$ cat src/include/dswf_map.svh
// Constants of the serial write front end of the 12-bit converter.
// Summary of operation
// - One 12-bit conversion code sets the output level; writes load it together with the two mode bits.
// - Data line is shifted into a 16-bit register on each serial clock fall of an open frame.
// - Low frame strobe marks a frame; bits are accepted only while it is low.
// - On the 16th falling edge with strobe low, code and mode are applied.
// - Strobe rising before the 16th edge aborts; code and mode stay unchanged.
// - After power-on the output is zero until the first valid frame applies.
// - Power-down entry happens only through write frames; exit through a write frame or a reset.
// - Frame is MSB first: two ignored bits, two mode bits, twelve code bits.
// - An aborted frame clears the input shift register.
`ifndef DSWF_MAP_SVH
`define DSWF_MAP_SVH

// ----------------------------------------------------------------------------
// Frame layout
// ----------------------------------------------------------------------------
`define DSWF_FRAME_BITS      16
`define DSWF_CODE_BITS       12
`define DSWF_CODE_LSB        0
`define DSWF_MODE_LO_POS     12
`define DSWF_MODE_HI_POS     13

// ----------------------------------------------------------------------------
// Reset values
// ----------------------------------------------------------------------------
`define DSWF_CODE_RESET      12'h000
`define DSWF_MODE_RESET      2'h0

// ----------------------------------------------------------------------------
// Timing
// ----------------------------------------------------------------------------
`define DSWF_CLK_PERIOD_NS   20
`define DSWF_STROBE_HIGH_NS  33
`define DSWF_STROBE_HIGH_CYC ((`DSWF_STROBE_HIGH_NS+`DSWF_CLK_PERIOD_NS-1)/`DSWF_CLK_PERIOD_NS)

`endif

$ cat src/include/dswf_pkg.sv
// Types of the serial write front end of the 12-bit converter.
package dswf_pkg;

   // -------------------------------------------------------------------------
   // Frame receiver states
   // -------------------------------------------------------------------------
   typedef enum logic [1:0] {
      st_idle,
      st_shift,
      st_hold
   } dswf_state_t;

   // -------------------------------------------------------------------------
   // Operating modes, in the order of the two mode bits
   // -------------------------------------------------------------------------
   typedef enum logic [1:0] {
      mode_normal,
      mode_pd_1k,
      mode_pd_100k,
      mode_hiz
   } dswf_mode_t;

endpackage : dswf_pkg

$ cat src/verilog/dswf_write_frontend.sv
// Serial write front end: frame receiver, code and power-mode registers.
`timescale 1ns/100ps
`include "dswf_map.svh"

module dswf_write_frontend #(
   parameter int FRAME_W     = `DSWF_FRAME_BITS,
   parameter int CODE_W      = `DSWF_CODE_BITS,
   parameter int HIGH_MIN_CY = `DSWF_STROBE_HIGH_CYC
) (
   // System clock and reset
   input  wire logic              clk_sys_i,
   input  wire logic              rst_i,
   // Serial write interface
   input  wire logic              frame_n_i,
   input  wire logic              sclk_i,
   input  wire logic              din_i,
   // Converter code and mode
   output logic [CODE_W-1:0]      code_o,
   output logic                   power_mode_bit_hi_o,
   output logic                   power_mode_bit_lo_o,
   output logic                   written_o,
   // Output stage controls
   output logic                   amp_on_o,
   output logic                   load_1k_o,
   output logic                   load_100k_o,
   output logic                   out_hiz_o,
   // Frame events and status
   output logic                   frame_busy_o,
   output logic                   apply_o,
   output logic                   abort_o
);

   // -------------------------------------------------------------------------
   // Elaboration checks
   // -------------------------------------------------------------------------
   localparam int CNT_W = $clog2(FRAME_W + 1);

   if (FRAME_W != CODE_W + 4)
   begin : g_bad_frame_w
      $error("Frame width must be the code width plus four.");
   end
   if (HIGH_MIN_CY < 1 || HIGH_MIN_CY > 255)
   begin : g_bad_high_min
      $error("Least strobe high time must be 1 to 255 cycles.");
   end

   // -------------------------------------------------------------------------
   // Registers
   // -------------------------------------------------------------------------
   dswf_pkg::dswf_state_t state_r;
   dswf_pkg::dswf_state_t state_nxt;
   dswf_pkg::dswf_mode_t  mode_r;
   dswf_pkg::dswf_mode_t  mode_nxt;
   logic [FRAME_W-1:0]    shift_r;
   logic [FRAME_W-1:0]    shift_nxt;
   logic [CNT_W-1:0]      count_r;
   logic [CNT_W-1:0]      count_nxt;
   logic [7:0]            high_cnt_r;
   logic [7:0]            high_cnt_nxt;
   logic [CODE_W-1:0]     code_r;
   logic [CODE_W-1:0]     code_nxt;
   logic                  sclk_prev_r;
   logic                  strobe_prev_r;
   logic                  written_r;
   logic                  apply_r;
   logic                  abort_r;
   logic                  busy_r;
   logic                  amp_on_r;
   logic                  load_1k_r;
   logic                  load_100k_r;
   logic                  hiz_r;

   // -------------------------------------------------------------------------
   // Edge detection and decoding
   // -------------------------------------------------------------------------
   wire                   sclk_fall;
   wire                   strobe_fall;
   wire                   strobe_high;
   wire                   high_long;
   wire                   last_bit;
   wire [FRAME_W-1:0]     shifted;
   wire                   do_start;
   wire                   do_shift;
   wire                   do_apply;
   wire                   do_abort;

   assign sclk_fall   = sclk_prev_r & ~sclk_i;
   assign strobe_high = frame_n_i;
   assign strobe_fall = strobe_prev_r & ~frame_n_i;
   assign high_long   = (high_cnt_r >= 8'(HIGH_MIN_CY));
   assign last_bit    = (count_r == CNT_W'(FRAME_W - 1));
   assign shifted     = {shift_r[FRAME_W-2:0], din_i};

   // A frame opens only on a strobe fall after a long enough high time.
   assign do_start = (state_r == dswf_pkg::st_idle) & strobe_fall & high_long;
   // Bits are accepted only while the strobe stays low in an open frame.
   assign do_shift = (state_r == dswf_pkg::st_shift) & ~strobe_high & sclk_fall;
   assign do_apply = do_shift & last_bit;
   // A strobe rise before the last edge abandons the frame.
   assign do_abort = (state_r == dswf_pkg::st_shift) & strobe_high;

   // -------------------------------------------------------------------------
   // Next state
   // -------------------------------------------------------------------------
   always_comb
   begin
      state_nxt = state_r;
      shift_nxt = shift_r;
      count_nxt = count_r;
      case (state_r)
         dswf_pkg::st_idle:
         begin
            if (do_start)
            begin
               state_nxt = dswf_pkg::st_shift;
               shift_nxt = '0;
               count_nxt = '0;
            end
         end
         dswf_pkg::st_shift:
         begin
            if (do_abort)
            begin
               state_nxt = dswf_pkg::st_idle;
               shift_nxt = '0;
               count_nxt = '0;
            end
            else if (do_apply)
            begin
               state_nxt = dswf_pkg::st_hold;
               shift_nxt = shifted;
               count_nxt = '0;
            end
            else if (do_shift)
            begin
               shift_nxt = shifted;
               count_nxt = count_r + CNT_W'(1);
            end
         end
         dswf_pkg::st_hold:
         begin
            // Clock falls are ignored here until the strobe goes high.
            if (strobe_high)
            begin
               state_nxt = dswf_pkg::st_idle;
            end
         end
         default:
         begin
            state_nxt = dswf_pkg::st_idle;
            shift_nxt = '0;
            count_nxt = '0;
         end
      endcase
   end

   // -------------------------------------------------------------------------
   // Code and mode update
   // -------------------------------------------------------------------------
   // Only a complete frame changes the code or the mode.
   assign code_nxt = do_apply ? shifted[`DSWF_CODE_LSB +: CODE_W] : code_r;
   assign mode_nxt = do_apply
                     ? dswf_pkg::dswf_mode_t'({shifted[`DSWF_MODE_HI_POS],
                                               shifted[`DSWF_MODE_LO_POS]})
                     : mode_r;

   // Strobe high time counts up while high and saturates.
   assign high_cnt_nxt = !strobe_high ? 8'h00
                         : (high_long ? high_cnt_r : high_cnt_r + 8'h01);

   // -------------------------------------------------------------------------
   // Receiver registers
   // -------------------------------------------------------------------------
   always_ff @(posedge clk_sys_i or posedge rst_i)
   begin
      if (rst_i)
      begin
         state_r       <= dswf_pkg::st_idle;
         shift_r       <= '0;
         count_r       <= '0;
         sclk_prev_r   <= 1'b0;
         strobe_prev_r <= 1'b0;
         high_cnt_r    <= 8'h00;
      end
      else
      begin
         state_r       <= state_nxt;
         shift_r       <= shift_nxt;
         count_r       <= count_nxt;
         sclk_prev_r   <= sclk_i;
         strobe_prev_r <= frame_n_i;
         high_cnt_r    <= high_cnt_nxt;
      end
   end

   // -------------------------------------------------------------------------
   // Code, mode and output stage registers
   // -------------------------------------------------------------------------
   // Reset leaves code zero in normal mode, so the output sits at zero.
   always_ff @(posedge clk_sys_i or posedge rst_i)
   begin
      if (rst_i)
      begin
         code_r    <= `DSWF_CODE_RESET;
         mode_r    <= dswf_pkg::dswf_mode_t'(`DSWF_MODE_RESET);
         written_r <= 1'b0;
      end
      else
      begin
         code_r    <= code_nxt;
         mode_r    <= mode_nxt;
         written_r <= written_r | do_apply;
      end
   end

   always_ff @(posedge clk_sys_i or posedge rst_i)
   begin
      if (rst_i)
      begin
         amp_on_r    <= 1'b1;
         load_1k_r   <= 1'b0;
         load_100k_r <= 1'b0;
         hiz_r       <= 1'b0;
      end
      else
      begin
         amp_on_r    <= (mode_nxt == dswf_pkg::mode_normal);
         load_1k_r   <= (mode_nxt == dswf_pkg::mode_pd_1k);
         load_100k_r <= (mode_nxt == dswf_pkg::mode_pd_100k);
         hiz_r       <= (mode_nxt == dswf_pkg::mode_hiz);
      end
   end

   // -------------------------------------------------------------------------
   // Event and status registers
   // -------------------------------------------------------------------------
   always_ff @(posedge clk_sys_i or posedge rst_i)
   begin
      if (rst_i)
      begin
         apply_r <= 1'b0;
         abort_r <= 1'b0;
         busy_r  <= 1'b0;
      end
      else
      begin
         apply_r <= do_apply;
         abort_r <= do_abort;
         busy_r  <= (state_nxt == dswf_pkg::st_shift);
      end
   end

   // -------------------------------------------------------------------------
   // Outputs
   // -------------------------------------------------------------------------
   assign code_o              = code_r;
   assign power_mode_bit_hi_o = mode_r[1];
   assign power_mode_bit_lo_o = mode_r[0];
   assign written_o           = written_r;
   assign amp_on_o            = amp_on_r;
   assign load_1k_o           = load_1k_r;
   assign load_100k_o         = load_100k_r;
   assign out_hiz_o           = hiz_r;
   assign frame_busy_o        = busy_r;
   assign apply_o             = apply_r;
   assign abort_o             = abort_r;

endmodule : dswf_write_frontend

$ cat config.mk
export PLATFORM = sky130hd
export DESIGN_NAME = dswf_write_frontend
export DESIGN_NICKNAME = d
export VERILOG_FILES = /design/src/include/dswf_pkg.sv /design/src/verilog/dswf_write_frontend.sv
export VERILOG_INCLUDE_DIRS = /design/src /design/src/include
export SDC_FILE = /design/constraint.sdc
export NUM_CORES = 1
export LEC_CHECK = 0
export BUFFER_PORTS_ARGS = -buffer_cell sky130_fd_sc_hd__clkbuf_2
export CORE_MARGIN = 2
export CORE_UTILIZATION = 60
export CTS_BUF_LIST = sky130_fd_sc_hd__clkbuf_16
export CTS_CLUSTER_SIZE = 10
export DETAILED_ROUTE_END_ITERATION = 16
export GPL_ROUTABILITY_DRIVEN = 0
export PLACE_DENSITY = 0.83
export SLEW_MARGIN = 10
export SYNTH_ARGS = -nofsm -noshare
export SYNTH_HDL_FRONTEND = slang
export SYNTH_SLANG_ARGS = --single-unit
$ cat constraint.sdc
create_clock -name clk_sys_i -period 3.5 [get_ports clk_sys_i]
set_input_delay 0.7 -clock clk_sys_i [delete_from_list [all_inputs] [get_ports clk_sys_i]]
set_output_delay 0.7 -clock clk_sys_i [all_outputs]
set_load 0.02 [all_outputs]
==> impl_metrics.csv, run 1 <==
group,metric,value,unit
clocking,clockBufferDepth,2,
global_route,antenna_found_initial,0,
final_layout,final_core_utilization,72.1,%
final_layout,nFillCells,253,
setup_path,max_stage_delay,0.86,ns
clocking,worstSkewPairLatency,0.29,ns
yosys,syn_nets,199,
clocking,h-tree-depth,2,
place,dp_hpwl,2490,um
setup_path,slowest_stage,"or4_1",
final_layout,drive_gt1_share,20.0,%
setup_path,crit_path_max_fanout,28,
timing,period_needed,2.60,ns
floorplanning,io_pins,27,
setup_path,crit_chain,"clkbuf_2 > or3b_1 > or4_1 > buf_4 > o31ai_1",
global_route,grt_max_degree,53,
detailed_routing,firstDrtPassIters,4,
global_route,grt_pass1_wl,7080,um
global_route,grt_pass1_vias,1520,
clocking,post_cts_buffers,0,
yosys,synth-edff-count,0,
floorplanning,core_area,0.00334,sq mm
flow_run,cap_violations,0,
setup_path,startpoint_type,"input port",
detailed_routing,wirelength,3980,um
final_layout,final_common_cell,"dfrtp_1",
floorplanning,fp.dieW,62.8,um
timing,hold_viol,0,
yosys,synth_area_leaders,"dfrtp_1, o21ai_0, nand4_1",
detailed_routing,route.detailed.drc,0,
final_layout,diodes,0,
detailed_routing,wire_per_inst,15.0,um
timing,rsz0062_at_grt,"no",
yosys,yosysTopAreaCell,"dfrtp_1",
timing,timing.fmax,384,MHz
timing,fin_setup_tns,0,ns
global_route,grt_usage,23.5,%
global_route,gr-total-overflow,0,
yosys,synth_area,0.00208,sq mm
timing,fin_skew,0.00605,ns
detailed_routing,vias_per_cell,5.74,
clocking,cts_tree,"yes",
place,port_buffers,26,
pwr,vdd_drop_max,500,uV
setup_path,cp_top_family,"simple AND/OR/NAND/NOR gates",
clocking,cts_inserted_buffers,5,
clocking,path_clk_slew,0.07,ns
floorplanning,die_h,62.8,um
setup_path,arrival,2.78,ns
setup_path,end_kind,"flip-flop",
clocking,cts_hold_buf,0,
pwr,p_per_area,580,mW/mm^2
setup_path,critPathKind,"in -> reg",
worst_hold_path,hold_path_class,"reg -> reg",
setup_path,worstPathRequired,3.68,ns
yosys,synth_cells,191,
clocking,cts_resized,0,
status,status,"finished clean",
yosys,synth-seq-cells,52,
pwr,leakage,0.00114,uW
yosys,syn_avg_cell_area,10.9,sq um
timing,finalMaxSlewViolations,0,
yosys,synth_cell_type_count,30,
final_layout,syn2layout_area_growth,15.8,%
floorplanning,dieArea,0.00395,sq mm
yosys,ys_async_sr_fraction,100,%
timing,post-route-period-util,74.3,%
setup_path,path_buf_inv,2,
yosys,synth.top_cell.area_share,61.4,%
yosys,synth-main-ff-cell,"dfrtp_1",
yosys,yosysWarningCount,0,
floorplanning,start_util,62.2,%
timing,worst_pin_slew,0.987,ns
timing,maxSlewHeadroom,33.4,%
clocking,cts_root_buf,"clkbuf_16",
timing,setup_viol,0,
detailed_routing,num_vias,1527,
detailed_routing,drt_iter0_drc,65,
floorplanning,rows,21,
final_layout,mostFrequentLayoutCells,"dfrtp_1, o21ai_0, clkbuf_2, inv_1, nand2_1",
clocking,cts_sinks,52,
yosys,synth-seq-area-share,62.7,%
detailed_routing,ant_nets,0,
final_layout,nNetsFinal,227,
kinds of logic after synthesis:
logic type	Yosys count	synth area share (%)
compound gates	42	11.9
fa+ha+maj	3	1.81
flops	52	62.7
mux	2	1.08
xor+xnor	1	0.422
buf+inv	30	5.54
simple gates	61	16.6
cell type report:
type	count	area [sq um]	share of cell area, %
clock inverters	3	18.8	0.780
flip-flops and latches	52	1300	54.1
well taps	46	57.6	2.39
repair buffers	31	168	6.97
multi-input cells	109	659	27.4
clock buffers	5	125	5.20
inverters	20	75.1	3.12
worst paths after layout:
check / depth (start not counted) / start / slack, ns / end
min in group asynchronous: 2 / rst_i / 0.63 / sclk_prev_r
max reg2reg: 4 / state_r[1] / 1.11 / load_100k_o
min reg2reg: 1 / written_o / 0.47 / written_o
max in group asynchronous: 2 / rst_i / 2.25 / shift_r[6]
min: 1 / written_o / 0.47 / written_o
max: 5 / frame_n_i / 0.90 / load_100k_o
layer usage:
layer | track usage (%) | wire length, um | vias up
met5 | 0 | 0 | -
met4 | 10.6 | 97 | 0
met3 | 6.49 | 146 | 10
met2 | 37.4 | 2000 | 36
met1 | 30.2 | 1740 | 767
li1 | - | - | 714
flip-flops by register name (all words and copies together), names as in the netlist, 2 cells and up:
signal      count
shift_r        13
state_r         2
high_cnt_r      8
code_o         12
count_r         5
mode_r          2
worst reg2reg max path: stages (launching register included):
cell,delay (ns)
dfrtp_1,0.42
or3b_1,0.39
or4_1,0.86
buf_4,0.33
o31ai_1,0.28
through the flow:
stage / worst slack [ns] / std cells / cell area [sq um] / hold slack (ns) / total power (uW)
finish: 0.898 / 266 / 2410 / 0.465 / 1400
global route: 0.733 / 266 / 2410 / 0.482 / 1470
CTS: 0.880 / 266 / 2410 / 0.472 / 1400
detailed placement: 0.639 / 258 / 2260 / 0.452 / 930
global placement: 0.782 / 258 / 2260 / 0.453 / 911
floorplan: 1.30 / 191 / 2080 / 0.445 / 860
power breakdown:
group	switching (uW)	internal, uW
Sequential	41.0	650
Clock	210	262
Combinational	146	86.6
Total	397	999
synth_stat cells, drive strengths merged, types with 3 or more instances:
cell and n:
nor2 3, nand2b 3, o31ai 8, o21ai 27, clkbuf 8, and2 6, or4 5, inv 20
ha 3, nand4 14, nand3b 3, nand2 16, nand3 4, dfrtp 51
Power figures use the tool's default switching activity.
==> run 2, diff against run 1 <==
- CORE_UTILIZATION: 60 -> 50
- PLACE_DENSITY: 0.83 -> 0.74
- clock period: 3.5 -> 2.3 ns (I/O delays scaled with it)
==> run 2 against run 1 <==
  * Via count down 2.5%
  * Count of clock-buffer cells in the layout unchanged
  * Power up 56%
  * Critical path depth down 1
  * Critical path type is now reg -> reg
  * Critical endpoint is now amp_on_o
  * Highest routed layer unchanged
==> impl_metrics.csv, run 2 (synthesis results as in run 1) <==
group,metric,value,unit
pwr,total_power,2180,uW
setup_path,r2r-start,"state_r[0]",
floorplanning,rows,23,
timing,maxSlewHeadroom,52.2,%
place,dp_hpwl,2540,um
timing,rsz0062_at_grt,"no",
timing,period_needed,2.05,ns
clocking,worstSkewPairLatency,0.29,ns
final_layout,largest-register,"shift_r",
timing,fin_skew,0.0115,ns
floorplanning,dieArea,0.00469,sq mm
global_route,antenna_found_initial,0,
setup_path,critPathKind,"reg -> reg",
setup_path,arrival,2.26,ns
worst_hold_path,min_to,"sclk_prev_r",
place,port_buffers,26,
final_layout,mostFrequentLayoutCells,"dfrtp_1, o21ai_0, clkbuf_2, inv_1, nand2_1",
clocking,cts_sinks,52,
final_layout,fin_cells,279,
clocking,h-tree-depth,2,
final_layout,drive_gt1_share,24.0,%
final_layout,syn2layout_area_growth,19.9,%
global_route,grt_pass1_vias,1334,
floorplanning,io_pins,27,
clocking,cts_root_buf,"clkbuf_16",
setup_path,reg2reg_slack,0.25,ns
pwr,vdd_drop_max,466,uV
floorplanning,fp.dieW,68.5,um
status,status,"finished clean",
final_layout,final_common_cell,"dfrtp_1",
final_layout,diodes,0,
pwr,leakage,0.00120,uW
setup_path,end_kind,"flip-flop",
timing,worst_pin_slew,0.713,ns
clocking,post_cts_buffers,0,
setup_path,crit_path_max_fanout,8,
detailed_routing,drt_iter0_drc,103,
detailed_routing,ant_nets,0,
detailed_routing,firstDrtPassIters,4,
timing,post-route-period-util,89.2,%
detailed_routing,route.detailed.drc,0,
setup_path,worstPathRequired,2.51,ns
detailed_routing,num_vias,1489,
global_route,grt_usage,18.7,%
worst_hold_path,hold_path_class,"in -> reg",
timing,finalMaxSlewViolations,0,
floorplanning,die_h,68.5,um
timing,fin_setup_tns,0,ns
floorplanning,start_util,51.9,%
timing,hold_viol,0,
clocking,cts_resized,0,
final_layout,nNetsFinal,236,
place,dp_cells,271,
worst_hold_path,hold_depth,1,
clocking,clockBufferDepth,2,
clocking,cts_inserted_buffers,5,
floorplanning,core_area,0.00400,sq mm
setup_path,ff2ff_path_depth,4,
detailed_routing,wire_per_inst,13.2,um
detailed_routing,vias_per_cell,5.34,
worst_hold_path,hp-start,"sclk_i",
pwr,p_per_area,877,mW/mm^2
timing,timing.fmax,488,MHz
global_route,grt_pass1_wl,6200,um
clocking,path_clk_slew,0.07,ns
final_layout,largest_register_ff_count,13,
clocking,cts_hold_buf,0,
global_route,grt_max_degree,53,
setup_path,startpoint_type,"flip-flop",
global_route,gr-total-overflow,0,
clocking,cts_tree,"yes",
timing,hold_slack,0.298,ns
detailed_routing,wirelength,3690,um
setup_path,reg2reg_to,"amp_on_o",
timing,setup_viol,0,
flow_run,cap_violations,0,
## run 2: changes by cell type in the layout (fill, tap and decap cells not counted)
cell        before  now
buf_4            5   14
clkinv_1         1    0
clkinv_4         0    2
clkinvlp_4       2    0
inv_6            0    1
o31ai_1          8    7
o31ai_2          0    1
## run 2: cell type report
class                           count  area, sq um
Clock buffer                        5          125
Clock inverter                      3         26.3
Fill cell                         323         1510
Multi-Input combinational cell    109          664
Inverter                           20         75.1
Tap cell                           50         62.6
Sequential cell                    52         1300
Timing Repair Buffer               40          235
## run 2: critical path, cell delays in order, from the launching register on
cell and delay [ns]:
dfrtp_1 0.47, or3b_1 0.42, or4_1 0.64, or3_1 0.37, o31ai_1 0.08
## run 2: stage by stage
step | util [%] | instance area (sq um) | setup slack, ns
final | 62.3 | 2490 | 0.249
after global routing | 62.3 | 2490 | 0.164
after CTS | 62.2 | 2490 | 0.0374
after detailed placement | 58.4 | 2330 | 0.0539
after global placement | 58.4 | 2330 | 0.0968
after floorplan | - | 2080 | 0.344
## run 2: power by group
part | internal (uW) | switching [uW] | leakage (uW)
logic | 166 | 218 | 0.000409
registers | 989 | 63.4 | 0.000714
clock network | 411 | 336 | 0.0000744
total | 1570 | 617 | 0.00120
## run 2: routing by layer
| layer | wire length (um) | GRT usage (%) | share of wire, % | up-vias |
|---|---|---|---|---|
| met1 | 1800 | 25.9 | 49 | 716 |
| met5 | 0 | 0 | 0 | - |
| li1 | - | - | - | 739 |
| met3 | 131 | 4.93 | 3.6 | 6 |
| met2 | 1690 | 27.9 | 46 | 28 |
| met4 | 64 | 7.50 | 1.7 | 0 |
## run 2: how the worst max path moves through the flow
| stage | from | endpoint | slack, ns | cells after the start |
|---|---|---|---|---|
| 3_5_place_dp | frame_n_i | shift_r[12] | 0.05 | 6 |
| 5_1_grt | state_r[0] | code_o[1] | 0.16 | 4 |
| 3_3_place_gp | frame_n_i | count_r[0] | 0.1 | 5 |
| 6_report | state_r[0] | amp_on_o | 0.25 | 4 |
| 2_1_floorplan | frame_n_i | count_r[0] | 0.34 | 4 |
| 4_1_cts | high_cnt_r[0] | count_r[0] | 0.04 | 6 |
